===== src/inc/mdc_pkg.sv =====
// Register map, field positions and reset values for the motion detect configuration bank.
// Assumes a byte-wide register port driven by the serial front end (I2C or SPI).
package mdc_pkg;
   // Register offsets
   localparam logic [7:0] MDC_ADDR_ZTRIM_LO = 8'h14;
   localparam logic [7:0] MDC_ADDR_ZTRIM_HI = 8'h15;
   localparam logic [7:0] MDC_ADDR_MODE = 8'h16;
   localparam logic [7:0] MDC_ADDR_LATCH_CLR = 8'h17;
   localparam logic [7:0] MDC_ADDR_CTRL_ONE = 8'h18;
   localparam logic [7:0] MDC_ADDR_CTRL_TWO = 8'h19;
   localparam logic [7:0] MDC_ADDR_LVL_TH = 8'h1a;
   localparam logic [7:0] MDC_ADDR_PLS_TH = 8'h1b;
   localparam logic [7:0] MDC_ADDR_PLS_DUR = 8'h1c;
   // Implemented bits per register
   localparam logic [7:0] MDC_MASK_ZTRIM_HI = 8'h07;
   localparam logic [7:0] MDC_MASK_MODE = 8'h7f;
   localparam logic [7:0] MDC_MASK_LATCH_CLR = 8'h03;
   localparam logic [7:0] MDC_MASK_CTRL_TWO = 8'h07;
   localparam logic [7:0] MDC_RESET_VAL = 8'h00;
   // Mode control fields
   localparam int MDC_MODE_LSB = 0;
   localparam int MDC_GRANGE_LSB = 2;
   localparam int MDC_SELF_TEST_BIT = 4;
   localparam int MDC_THREE_WIRE_BIT = 5;
   localparam int MDC_READY_DIS_BIT = 6;
   // Latch clear fields
   localparam int MDC_CLR_FIRST_BIT = 0;
   localparam int MDC_CLR_SECOND_BIT = 1;
   // Control one fields
   localparam int MDC_PIN_SWAP_BIT = 0;
   localparam int MDC_ASSIGN_LSB = 1;
   localparam int MDC_AXIS_DIS_LSB = 3;
   localparam int MDC_TH_OPT_BIT = 6;
   localparam int MDC_BW_BIT = 7;
   // Control two fields
   localparam int MDC_LVL_POL_BIT = 0;
   localparam int MDC_PLS_POL_BIT = 1;
   localparam int MDC_DRIVE_BIT = 2;
   // Sensitivity in LSB per g for each range
   localparam logic [6:0] MDC_SENS_8G = 7'd16;
   localparam logic [6:0] MDC_SENS_2G = 7'd64;
   localparam logic [6:0] MDC_SENS_4G = 7'd32;
   // Filter bandwidth in tenths of Hz
   localparam logic [10:0] MDC_BW_LOW_DHZ = 11'd625;
   localparam logic [10:0] MDC_BW_HIGH_DHZ = 11'd1250;
   // Pulse duration step in microseconds
   localparam int MDC_PLS_STEP_US = 500;

   typedef enum logic [1:0] {
      MDC_MODE_STANDBY,
      MDC_MODE_MEASURE,
      MDC_MODE_LEVEL,
      MDC_MODE_PULSE
   } mdc_mode_t;

   typedef enum logic [1:0] {
      MDC_ASG_LVL_PLS,
      MDC_ASG_PLS_LVL,
      MDC_ASG_SGL_DBL,
      MDC_ASG_RSVD
   } mdc_assign_t;
endpackage : mdc_pkg


===== src/rtl/mdc_axis_cmp.sv =====
// Per-axis threshold comparator for level and pulse detection.
// Assumes signed 8-bit axis samples already offset-corrected.
`timescale 1ns/1ps
module mdc_axis_cmp #(
   parameter int AXES = 3
) (
   // Samples and enables
   input wire logic [8*AXES-1:0] sample,
   input wire logic [AXES-1:0] axis_disable,
   // Settings
   input wire logic [7:0] threshold,
   input wire logic signed_mode,
   input wire logic neg_polarity,
   // Per-axis hits and combined result
   output logic [AXES-1:0] hit,
   output logic combined
);
   import mdc_pkg::*;

   // One comparator per axis
   genvar g;
   generate
      for (g = 0; g < AXES; g++) begin : g_axis
         logic signed [8:0] s;
         logic signed [8:0] mag;
         logic signed [8:0] th;
         assign s = {sample[8*g+7], sample[8*g +: 8]};
         // Absolute mode compares magnitude against the 7-bit limit
         assign mag = s[8] ? -s : s;
         assign th = signed_mode ? {threshold[7], threshold} : {2'b00, threshold[6:0]};
         // One continuous driver per bit keeps each hit single-sourced
         assign hit[g] = axis_disable[g] ? 1'b0 :
                         !signed_mode ? (neg_polarity ? (mag < th) : (mag >= th)) :
                         (neg_polarity ? (s <= -th) : (s >= th));
      end
   endgenerate

   // Positive polarity: any axis; negative: every enabled axis
   assign combined = neg_polarity ? ((&(hit | axis_disable)) && !(&axis_disable)) : (|hit);
endmodule : mdc_axis_cmp


===== src/rtl/mdc_regs.sv =====
// Configuration register bank with detection flag logic of a three-axis accelerometer.
// Assumes the serial front end presents one-cycle byte writes and combinational-address reads.
// Detection is judged per sample; duration and double-pulse timing belong to the engine outside.
//
// Overview of operation
// Z trim low byte holds bits 7:0, weights 0.5 to 64 LSB.
// Z trim high register bits 2:0: sign, 256 LSB, 128 LSB.
// Range code 00 is 8g, 01 is 2g, 10 is 4g.
// Self-test is on exactly while mode bit 4 is one.
// Mode field: standby, measurement, level detect, pulse detect.
// SPI runs three-wire when select bit is one, else four-wire.
// Ready-pin disable bit keeps data ready off the first interrupt pin.
// Writing a latch-clear bit clears that flag and its axis flags.
// Assignment field maps level, pulse, single or double pulse to flags.
// Setting 10: second flag is single pulse unless both windows nonzero.
// Pin-swap bit exchanges which flag drives each interrupt pin.
// A set axis-disable bit removes that axis from detection.
// Threshold option picks absolute or signed level compare; pulse ignores it.
// Bandwidth bit chooses 62.5 Hz or 125 Hz filter.
// Level polarity bit: positive OR, or negative AND across axes.
// Pulse polarity bit: positive OR, or negative AND across axes.
// Drive-select bit picks standard or strong data-out drive.
// Level threshold is unsigned 7 bits or signed 8 bits by option.
// Pulse threshold is unsigned bits 6:0; host keeps bit 7 zero.
// Pulse duration counts 0.5 ms per code step.
// Per-axis level flags set on a detected level event.
// All registers reset to zero and read back; unused bits read zero.
// Signed Z trim is added to raw Z before reporting or comparing.
`timescale 1ns/1ps
module mdc_regs #(
   parameter int CLK_KHZ = 100000
) (
   // Clock and reset
   input wire logic clk,
   input wire logic srst,
   // Register port from the serial front end
   input wire logic [7:0] reg_addr,
   input wire logic reg_wr,
   input wire logic [7:0] reg_wdata,
   output logic [7:0] reg_rdata,
   // Raw samples, sample strobe, pulse windows and data ready flag
   input wire logic sample_valid,
   input wire logic [7:0] x_raw,
   input wire logic [7:0] y_raw,
   input wire logic [9:0] z_raw,
   input wire logic [7:0] latency_window,
   input wire logic [7:0] second_window,
   input wire logic data_ready_flag,
   // Corrected Z result
   output logic [9:0] z_corrected,
   // Configuration to the analog and serial sides
   output mdc_pkg::mdc_mode_t op_mode,
   output logic [6:0] sens_lsb_per_g,
   output logic self_test_on,
   output logic three_wire_select,
   output logic filter_bandwidth_select,
   output logic [10:0] filter_bw_dhz,
   output logic output_drive_select,
   output logic [16:0] pulse_duration_us,
   // Detection source and pins
   output logic [7:0] detect_source,
   output logic first_interrupt_pin,
   output logic second_interrupt_pin
);
   import mdc_pkg::*;

   logic [7:0] ztrim_lo_r, ztrim_hi_r, mode_r, clr_r, ctrl1_r, ctrl2_r, lvl_th_r, pls_th_r, pls_dur_r;
   logic [2:0] lvl_flag_r, pls_flag_r;
   logic first_irq_r, second_irq_r;
   logic [2:0] lvl_hit, pls_hit;
   logic lvl_any, pls_any;
   logic first_evt, second_evt;
   logic clr_first, clr_second;
   logic [2:0] axis_dis;
   logic signed [10:0] z_trim;
   logic signed [11:0] z_sum;
   logic [7:0] z_cmp;
   mdc_assign_t asg;
   // Event, clear and next-state terms
   logic lvl_ev, pls_ev, single_ok;
   logic lvl_clr, pls_clr;
   logic [2:0] lvl_flag_nxt, pls_flag_nxt;
   logic first_irq_nxt, second_irq_nxt;
   logic ready_to_pin, first_pin_nxt, second_pin_nxt;

   // Register writes; unused bits masked so they read zero
   always_ff @(posedge clk) begin
      if (srst) begin
         ztrim_lo_r <= MDC_RESET_VAL;
         ztrim_hi_r <= MDC_RESET_VAL;
         mode_r <= MDC_RESET_VAL;
         clr_r <= MDC_RESET_VAL;
         ctrl1_r <= MDC_RESET_VAL;
         ctrl2_r <= MDC_RESET_VAL;
         lvl_th_r <= MDC_RESET_VAL;
         pls_th_r <= MDC_RESET_VAL;
         pls_dur_r <= MDC_RESET_VAL;
      end else if (reg_wr) begin
         case (reg_addr)
            MDC_ADDR_ZTRIM_LO: ztrim_lo_r <= reg_wdata;
            MDC_ADDR_ZTRIM_HI: ztrim_hi_r <= reg_wdata & MDC_MASK_ZTRIM_HI;
            MDC_ADDR_MODE: mode_r <= reg_wdata & MDC_MASK_MODE;
            MDC_ADDR_LATCH_CLR: clr_r <= reg_wdata & MDC_MASK_LATCH_CLR;
            MDC_ADDR_CTRL_ONE: ctrl1_r <= reg_wdata;
            MDC_ADDR_CTRL_TWO: ctrl2_r <= reg_wdata & MDC_MASK_CTRL_TWO;
            MDC_ADDR_LVL_TH: lvl_th_r <= reg_wdata;
            MDC_ADDR_PLS_TH: pls_th_r <= reg_wdata;
            MDC_ADDR_PLS_DUR: pls_dur_r <= reg_wdata;
            default: ;
         endcase
      end
   end

   // Read mux; unmapped offsets read zero
   always_comb begin
      case (reg_addr)
         MDC_ADDR_ZTRIM_LO: reg_rdata = ztrim_lo_r;
         MDC_ADDR_ZTRIM_HI: reg_rdata = ztrim_hi_r;
         MDC_ADDR_MODE: reg_rdata = mode_r;
         MDC_ADDR_LATCH_CLR: reg_rdata = clr_r;
         MDC_ADDR_CTRL_ONE: reg_rdata = ctrl1_r;
         MDC_ADDR_CTRL_TWO: reg_rdata = ctrl2_r;
         MDC_ADDR_LVL_TH: reg_rdata = lvl_th_r;
         MDC_ADDR_PLS_TH: reg_rdata = pls_th_r;
         MDC_ADDR_PLS_DUR: reg_rdata = pls_dur_r;
         default: reg_rdata = 8'h00;
      endcase
   end

   // Mode control decode
   assign op_mode = mdc_mode_t'(mode_r[MDC_MODE_LSB +: 2]);
   assign self_test_on = mode_r[MDC_SELF_TEST_BIT];
   assign three_wire_select = mode_r[MDC_THREE_WIRE_BIT];
   always_comb begin
      case (mode_r[MDC_GRANGE_LSB +: 2])
         2'b00: sens_lsb_per_g = MDC_SENS_8G;
         2'b01: sens_lsb_per_g = MDC_SENS_2G;
         2'b10: sens_lsb_per_g = MDC_SENS_4G;
         default: sens_lsb_per_g = MDC_SENS_8G;
      endcase
   end

   // Control decode
   assign filter_bandwidth_select = ctrl1_r[MDC_BW_BIT];
   assign filter_bw_dhz = ctrl1_r[MDC_BW_BIT] ? MDC_BW_HIGH_DHZ : MDC_BW_LOW_DHZ;
   assign output_drive_select = ctrl2_r[MDC_DRIVE_BIT];
   // Seventeen bits so the top code still fits in microseconds
   assign pulse_duration_us = 17'(pls_dur_r * MDC_PLS_STEP_US);
   assign axis_dis = ctrl1_r[MDC_AXIS_DIS_LSB +: 3];
   assign asg = mdc_assign_t'(ctrl1_r[MDC_ASSIGN_LSB +: 2]);

   // Trim is sign-extended; low bit weighs half an output LSB, so sample is doubled first
   assign z_trim = {ztrim_hi_r[2:0], ztrim_lo_r};
   assign z_sum = 12'({z_raw[9], z_raw, 1'b0}) + 12'(z_trim);
   assign z_corrected = z_sum[10:1];
   // Comparator uses the 8-bit view of the corrected Z
   assign z_cmp = z_corrected[9:2];

   // Level comparator: option and polarity apply
   mdc_axis_cmp #(.AXES(3)) u_level (
      .sample({z_cmp, y_raw, x_raw}),
      .axis_disable(axis_dis),
      .threshold(lvl_th_r),
      .signed_mode(ctrl1_r[MDC_TH_OPT_BIT]),
      .neg_polarity(ctrl2_r[MDC_LVL_POL_BIT]),
      .hit(lvl_hit),
      .combined(lvl_any)
   );

   // Pulse comparator ignores the threshold option
   mdc_axis_cmp #(.AXES(3)) u_pulse (
      .sample({z_cmp, y_raw, x_raw}),
      .axis_disable(axis_dis),
      .threshold({1'b0, pls_th_r[6:0]}),
      .signed_mode(1'b0),
      .neg_polarity(ctrl2_r[MDC_PLS_POL_BIT]),
      .hit(pls_hit),
      .combined(pls_any)
   );

   // Detection only in its own mode, judged per sample
   assign lvl_ev = sample_valid && (op_mode == MDC_MODE_LEVEL) && lvl_any;
   assign pls_ev = sample_valid && (op_mode == MDC_MODE_PULSE) && pls_any;
   // With both windows open only a double pulse may reach the second flag; this bank
   // has no double-pulse timing, so a single pulse is withheld there
   assign single_ok = (second_window == 8'h00) || (latency_window == 8'h00);

   // Event routing per assignment field
   always_comb begin
      case (asg)
         MDC_ASG_LVL_PLS: begin
            first_evt = lvl_ev;
            second_evt = pls_ev;
         end
         MDC_ASG_PLS_LVL: begin
            first_evt = pls_ev;
            second_evt = lvl_ev;
         end
         MDC_ASG_SGL_DBL: begin
            first_evt = pls_ev;
            second_evt = pls_ev && single_ok;
         end
         default: begin
            first_evt = 1'b0;
            second_evt = 1'b0;
         end
      endcase
   end

   // A latch-clear write is a one-cycle action
   assign clr_first = reg_wr && (reg_addr == MDC_ADDR_LATCH_CLR) && reg_wdata[MDC_CLR_FIRST_BIT];
   assign clr_second = reg_wr && (reg_addr == MDC_ADDR_LATCH_CLR) && reg_wdata[MDC_CLR_SECOND_BIT];

   // Next interrupt flags: a new event wins over a clear in the same cycle
   assign first_irq_nxt = first_evt | (first_irq_r & ~clr_first);
   assign second_irq_nxt = second_evt | (second_irq_r & ~clr_second);

   // Interrupt flag registers
   always_ff @(posedge clk) begin
      if (srst) begin
         first_irq_r <= 1'b0;
         second_irq_r <= 1'b0;
      end else begin
         first_irq_r <= first_irq_nxt;
         second_irq_r <= second_irq_nxt;
      end
   end

   // Axis-flag clear follows whichever flag owns level or pulse
   // Without an owner either clear empties them, so no flag sticks until reset
   always_comb begin
      case (asg)
         MDC_ASG_LVL_PLS: begin
            lvl_clr = clr_first;
            pls_clr = clr_second;
         end
         MDC_ASG_PLS_LVL: begin
            lvl_clr = clr_second;
            pls_clr = clr_first;
         end
         default: begin
            lvl_clr = clr_first | clr_second;
            pls_clr = clr_first | clr_second;
         end
      endcase
   end

   // Next axis flags; a new hit wins over a clear in the same cycle
   always_comb begin
      lvl_flag_nxt = lvl_flag_r;
      pls_flag_nxt = pls_flag_r;
      if (lvl_ev) begin
         lvl_flag_nxt = lvl_flag_r | lvl_hit;
      end else if (lvl_clr) begin
         lvl_flag_nxt = 3'h0;
      end
      if (pls_ev) begin
         pls_flag_nxt = pls_flag_r | pls_hit;
      end else if (pls_clr) begin
         pls_flag_nxt = 3'h0;
      end
   end

   // Axis flag registers
   always_ff @(posedge clk) begin
      if (srst) begin
         lvl_flag_r <= 3'h0;
         pls_flag_r <= 3'h0;
      end else begin
         lvl_flag_r <= lvl_flag_nxt;
         pls_flag_r <= pls_flag_nxt;
      end
   end

   // Source layout: level XYZ, pulse XYZ, second, first
   assign detect_source = {lvl_flag_r[0], lvl_flag_r[1], lvl_flag_r[2],
                           pls_flag_r[0], pls_flag_r[1], pls_flag_r[2], second_irq_r, first_irq_r};

   // Data ready shares the first pin unless disabled
   assign ready_to_pin = data_ready_flag & ~mode_r[MDC_READY_DIS_BIT];

   // Pin routing by the swap bit
   always_comb begin
      if (ctrl1_r[MDC_PIN_SWAP_BIT]) begin
         first_pin_nxt = second_irq_r | ready_to_pin;
         second_pin_nxt = first_irq_r;
      end else begin
         first_pin_nxt = first_irq_r | ready_to_pin;
         second_pin_nxt = second_irq_r;
      end
   end

   // Pins are registered so they never glitch while a flag settles
   always_ff @(posedge clk) begin
      if (srst) begin
         first_interrupt_pin <= 1'b0;
         second_interrupt_pin <= 1'b0;
      end else begin
         first_interrupt_pin <= first_pin_nxt;
         second_interrupt_pin <= second_pin_nxt;
      end
   end
endmodule : mdc_regs


===== config.mk =====
export PLATFORM = sky130hd
export DESIGN_NAME = mdc_regs
export DESIGN_NICKNAME = d
export VERILOG_FILES = /design/src/inc/mdc_pkg.sv /design/src/rtl/mdc_axis_cmp.sv /design/src/rtl/mdc_regs.sv
export SDC_FILE = /design/constraint.sdc
export NUM_CORES = 1
export LEC_CHECK = 0
export ABC_CLOCK_PERIOD_IN_PS = 5200
export BUFFER_PORTS_ARGS = -buffer_cell sky130_fd_sc_hd__buf_4
export CORE_ASPECT_RATIO = 1.2
export CORE_MARGIN = 2
export CORE_UTILIZATION = 35
export DETAILED_ROUTE_END_ITERATION = 8
export GPL_TIMING_DRIVEN = 0
export PLACE_DENSITY = 0.61
export SLEW_MARGIN = 25
export SYNTH_ARGS = -nofsm -noshare
export SYNTH_HDL_FRONTEND = slang
export SYNTH_SLANG_ARGS = --single-unit

===== constraint.sdc =====
create_clock -name clk -period 5.2 [get_ports clk]
set_input_delay 1.04 -clock clk [delete_from_list [all_inputs] [get_ports clk]]
set_output_delay 1.04 -clock clk [all_outputs]
set_load 0.03 [all_outputs]

* Word-level counts from Yosys, hierarchy flattened *
Index checks and enable logic that the tools add are counted.

storage, ports and cells
  register bits after elaboration = 65
  bits in latches = 0
  bits in writable memories = 0
  bits in read-only memories = 0
  input port bits = 63
  word-level logic and storage cells = 138
  memories kept = 0

operators by class
  add/subtract/negate cells = 5
  multiply operators = 1
  div/mod/pow operators = 0
  $lt $le $gt $ge = 18
  eq/ne operators = 15
  shift-type cells = 0
  mux-type cells = 37
  bitwise gates (word level) = 15
  reductions and logical operators = 32

operators by type and width
  cell                                                                    number
  8-bit by 5-bit equality test with 1-bit output (second input constant)  9
  8-bit one-hot mux with 9 select lines                                   1
  9-bit two-way mux                                                       4
  8-bit by 9-bit greater-or-equal comparator with 1-bit output            3
  9-bit by 8-bit greater-or-equal comparator with 1-bit output            3
  9-bit greater-or-equal comparator                                       3
  8-bit by 9-bit <= comparator with 1-bit output                          3
  9-bit by 8-bit < comparator with 1-bit output                           3
  9-bit < comparator                                                      3
  8-bit negator with 9-bit output                                         3
  1-bit two-way mux                                                       22
  2-bit AND reduction                                                     9
  8-bit zero test                                                         2
  8-bit by 7-bit multiplier with 15-bit output (second input constant)    1
  7-bit one-hot mux with 2 select lines                                   1
  3-bit two-way mux                                                       4
  3-bit bitwise OR                                                        4
  11-bit adder                                                            1
  11-bit two-way mux                                                      1
  1-bit logical AND                                                       10
  9-bit negator                                                           1
  3-bit AND reduction                                                     3
  2-bit equality test (second input constant)                             4
  1-bit one-hot mux with 2 select lines                                   3
  other kinds (11)                                                        22

* Depth between registers and ports, before layout *
  depth after elaboration = 14
  depth in mapped cells = 19
  gate-level depth less buffers = 19

* By module *
A second synthesis with hierarchy kept.

unflattened totals
  cell total of the unflattened synthesis = 1,169
  area total of the unflattened synthesis = 9,710.6 um2

modules (own cells, without submodules)
  module                   times used  cells each  area each (um2)
  mdc_regs                 1           546         5,031.1
  mdc_axis_cmp at u_pulse  1           312         2,352.3
  mdc_axis_cmp at u_level  1           311         2,327.2

* Least setup slack after synthesis *
No wires, ideal clock.

  path type = input to register
  start = input port z_raw[4]
  end = register lvl_flag_r[1]
  data arrival time = 5,503 ps
  slack = -388 ps
  stages on the path = 17
  buffers on the path = 0
  cell sequence = ha_1 -> a21o_1 -> a31o_1 -> or3_4 -> and2_0 -> or3b_2 -> o31ai_1 -> xnor2_1 -> ha_1 -> or4_1 -> o21ai_0 -> a21oi_1 -> o221ai_1 -> o311ai_1 -> nor3_1 -> a21oi_1 -> a211oi_1

on the way
  longest elaborated chain between the ends = 13
  elaborated cells between the ends (all ways) = 19
  those cells by class = add/sub (2); order compare (4); mux (7); bitwise (1); reduce/logical (5)

ends and longest elaborated chain
  what                                                                     line                text
  start, declared                                                          mdc_regs.sv:45      input wire logic [9:0] z_raw,
  11-bit adder *                                                           mdc_regs.sv:154     assign z_sum = 12'({z_raw[9], z_raw, 1'b0}) + 12'(z_trim);
  via z_sum[6]                                                             mdc_regs.sv:76      logic signed [11:0] z_sum;
  8-bit negator with 9-bit output                                          mdc_axis_cmp.sv:29  assign mag = s[8] ? -s : s;
  9-bit two-way mux                                                        mdc_axis_cmp.sv:29
  9-bit greater-or-equal comparator or 9-bit < comparator (tied branches)  mdc_axis_cmp.sv:33  !signed_mode ? (neg_polarity ? (mag < th) : (mag >= th)) :
  1-bit two-way mux                                                        mdc_axis_cmp.sv:33
  1-bit two-way mux *                                                      mdc_axis_cmp.sv:33
  1-bit two-way mux *                                                      mdc_axis_cmp.sv:32  assign hit[g] = axis_disable[g] ? 1'b0 :
  3-bit bitwise OR                                                         mdc_axis_cmp.sv:39  assign combined = neg_polarity ? ((&(hit | axis_disable)) && !(&axis_disable)) : (|hit);
  3-bit AND reduction                                                      mdc_axis_cmp.sv:39
  1-bit logical AND                                                        mdc_axis_cmp.sv:39
  1-bit two-way mux *                                                      mdc_axis_cmp.sv:39
  1-bit logical AND *                                                      mdc_regs.sv:182     assign lvl_ev = sample_valid && (op_mode == MDC_MODE_LEVEL) && lvl_any;
  3-bit two-way mux or 2-bit nonzero test (tied branches)                  -
  end signal, assigned                                                     mdc_regs.sv:270     lvl_flag_r <= lvl_flag_nxt;
  end, declared                                                            mdc_regs.sv:68      logic [2:0] lvl_flag_r, pls_flag_r;

Mark *: on every way through the listed nets, which the timed path passes. The rest lies on a longest branch.
A chain may end at the register's enable or synchronous reset.

* Final worst setup path *
  start = register pls_dur_r[1]
  end = output port pulse_duration_us[16]

on the way
  longest elaborated chain between the ends = 1

ends and longest elaborated chain
  what                                          line             text
  start, declared                               mdc_regs.sv:67   logic [7:0] ztrim_lo_r, ztrim_hi_r, mode_r, clr_r, ctrl1_r, ctrl2_r, lvl_th_r, pls_th_r, pls_dur_r;
  start signal, assigned                        mdc_regs.sv:108  MDC_ADDR_PLS_DUR: pls_dur_r <= reg_wdata;
  8-bit by 7-bit multiplier with 15-bit output  mdc_regs.sv:148  assign pulse_duration_us = 17'(pls_dur_r * MDC_PLS_STEP_US);
  end, declared                                 mdc_regs.sv:59   output logic [16:0] pulse_duration_us,

Every way passes these cells.

==> summary.txt <==
Run status
  – Status: complete, but fails checks
  – Failing checks: setup timing

Detailed routing
  – DRC viols: 0
  – Detail Route Antenna Nets: 0
  – Vias: 7502
  – WL/cell: 17.3 um
  – Detailed Route WL: 24800 um
  – TritonRoute pass-1 iters: 5
  – Initial DRC Count: 476
  – Via density per instance: 5.25

GRT
  – Met1 Use GR: 25.3%
  – Vias in the first global route: 7128
  – Initial antenna violation count: 0
  – Grt met2 use: 35.7%
  – Gr busiest metal: met2
  – Total gr overflow: 0
  – First-pass GRT wire length: 38200 um
  – Met3 Use GR: 2.80%
  – GRT Total Usage: 20.0%
  – Largest net degree at the start of global routing: 12

Synth
  – YS warnings: 0
  – Asr flop ratio synth: 0%
  – Avg Inst Size Synth: 8.55 um^2
  – Main flop type after synthesis: dfxtp_1
  – Post-synth EDFFs: 0
  – Area contributors post-synth: ha_1 (23%), dfxtp_1 (16%), mux2i_1 (5.9%)
  – Yosys top cell area share: 22.8%
  – Synth Cell Area: 0.00811 mm^2
  – Most common cell in the synthesized netlist: ha_1
  – Yosys reg bits: 65
  – Distinct cell type count after synthesis: 75
  – Post-Synthesis Cells: 948
  – Yosys top cell by area: ha_1
  – Seq/Total Area, Yosys: 16.0%
  – Leading cell types by count after synthesis: ha_1 (148), nor2_1 (85), inv_1 (68)

STA
  – Final worst setup slack: -255 ps
  – Fmax achieved: 183 MHz
  – Worst-Margin Slew: 946 ps
  – RSZ-0062 raised after global routing: yes
  – Clk_skew: 4.99 ps
  – Hold Violations, Final: 0
  – Rel. slew slack: 36.7%
  – Fin. max-slew vios: 0
  – Final setup violation count: 4
  – Final period util: 105%
  – Minimum period implied by the final worst setup slack: 5460 ps

Setup path
  – Crit start category: flop
  – Max FO, Critical Path: 3
  – Crit path required time: 4160 ps
  – Critical path, cell by cell: fa_1 -> inv_1 -> fa_1 -> fa_1 -> inv_1 -> fa_1 -> ha_4 -> inv_2 -> o21bai_4 -> a21oi_2 -> nor2b_1 -> o21a_1 -> o31a_1 -> o41ai_4 -> xnor2_2 -> buf_6
  – Crit. End Element: output pin
  – CP max stage delay: 560 ps
  – Top delay family on crit path: adder cells
  – Worst path arrival time: 4420 ps
  – WP buf/inv: 4
  – Worst setup path start: pls_dur_r[1]
  – Critical path's most frequent cell: fa_1
  – Crit path kind: flop to output pin
  – Worst R2R Start: ztrim_lo_r[5]
  – Crit-path slowest cell: fa_1

Hold path
  – Hold path start: clr_r[0]
  – Worst hold path type: flop to flop

Clock network
  – Total CTS buffers: 9
  – H-tree levels: 3
  – CTS Root Cell: clkbuf_16
  – CTS hold repair buffers: 0
  – Clk Latency, worst-skew pair: 330 ps
  – Clk sinks: 65
  – Clock-pin slew on the worst setup and hold paths: 60 ps
  – Clk buf depth: 2
  – CTS tree: built

Die
  – Die Y-Extent: 171 um
  – Core area: 0.0230 mm^2
  – I/O pins: 132
  – Row cnt: 61
  – Die footprint: 0.0244 mm^2
  – Initial Util: 35.3%
  – Die X: 143 um

Cells and area
  – N_diodes: 0
  – Fin cells: 1430
  – # fillers: 2259
  – Final net count: 1344
  – Share of cells above drive strength 1: 23.7%
  – Synth-to-Final Area Change: 25.9%
  – Post-layout util: 44.4%

Placement
  – IO buf count: 117
  – Gpl congestion: 0.881
  – Inst Count DP: 1392
  – HPWL Detailed: 19400 um

Pwr
  – Leak pwr: 4.58 nW
  – Power per cell area: 143 mW/mm^2
  – Worst vdd ir: 0.135 mV

Job
  – MaxCap Viol Count: 0
## cell usage in the layout, fill, tap and decap left out, drive strengths merged, types with 5 or more instances in the layout
cell and count:
a211oi 8, a21o 18, a21oi 44, a22oi 12
a31oi 5, and2 5, buf 176, clkbuf 31
conb 14, dfxtp 65, fa 23, ha 148
inv 68, mux2 6, mux2i 48, mux4 5
nand2 56, nand2b 25, nand3 31, nand4 15
nor2 85, nor2b 10, nor3 13, nor4 9
o2111ai 9, o211ai 14, o21a 5, o21ai 37
o21bai 7, o31ai 11, or3 10, xnor2 32
## final cells by class
type / instances / area (um^2) / area share (%)
flip-flops and latches: 65 / 1320 / 12.9
clock buffers: 11 / 253 / 2.48
plain buffers: 56 / 334 / 3.27
clock inverters: 5 / 30.0 / 0.294
inverters: 68 / 255 / 2.50
repair buffers: 140 / 1050 / 10.3
multi-input cells: 770 / 6570 / 64.4
well taps: 315 / 394 / 3.86
## what timing repair did
item                                    in CTS  in global routing
endpoints found under the setup margin      14                 13
pin swaps                                   24                 11
gates resized for setup                     31                 22
buffers inserted                            11                 12
## per-stage QoR
step | worst slack (ps) | hold slack [ps] | TNS (ps) | area, um^2 | total power, mW
2_1_floorplan | 5.23 | 433 | 0 | 8200 | 0.756
3_3_place_gp | -694 | 471 | -5550 | 9470 | 0.867
3_5_place_dp | -659 | 477 | -5630 | 9470 | 0.875
4_1_cts | -373 | 492 | -715 | 10000 | 1.45
5_1_grt | -424 | 504 | -1230 | 10200 | 1.53
6_report | -255 | 492 | -549 | 10200 | 1.46
## flip-flops by register name, summed over array words and instances, names as in the netlist
signal / flops
pls_dur_r: 8
ztrim_hi_r: 3
second_irq_r: 1
lvl_flag_r: 3
first_irq_r: 1
ctrl1_r: 8
pls_th_r: 8
second_interrupt_pin: 1
lvl_th_r: 8
ztrim_lo_r: 8
clr_r: 2
first_interrupt_pin: 1
ctrl2_r: 3
pls_flag_r: 3
mode_r: 7
## power breakdown
| group | leakage [nW] | switching [mW] | total [mW] | internal (mW) |
|---|---|---|---|---|
| Sequential | 0.527 | 0.000947 | 0.498 | 0.497 |
| Clock | 0.137 | 0.222 | 0.568 | 0.346 |
| Combinational | 3.91 | 0.219 | 0.395 | 0.176 |
| Total | 4.58 | 0.442 | 1.46 | 1.02 |
## metal layers
layer / routed length (um) / vias to the layer above
met1: 10700 / 3558
met4: 492 / 0
met5: 0 / -
li1: - / 3742
met3: 1060 / 25
met2: 12500 / 177
## kinds of logic (layout without fill, tap and decap cells)
logic type / after synthesis / count (layout) / share of synthesized area, %
multiplexers: 59 / 59 / 8.19
AND/OR/NAND/NOR: 285 / 285 / 17.8
flip-flops: 65 / 65 / 16.0
other: 2 / 14 / 0.0926
AO/OA/AOI/OAI: 205 / 205 / 18.1
adder cells (fa/ha/maj): 171 / 171 / 28.5
buffers and inverters: 125 / 280 / 7.31
XOR/XNOR: 36 / 36 / 3.89
## path summary, 6_finish.rpt
path,depth (start not counted),endpoint,slack [ps]
worst max register to register,18,pls_flag_r[1],600
worst max-delay path,16,pulse_duration_us[16],-260
worst min register to register,2,clr_r[0],490
worst min-delay path,2,clr_r[0],490
## tightest hold or removal path: stages, from the launching register on
cell	delay [ps]
dfxtp_1	330
nand2_1	60
a21oi_1	60
Power figures use the tool's default switching activity.
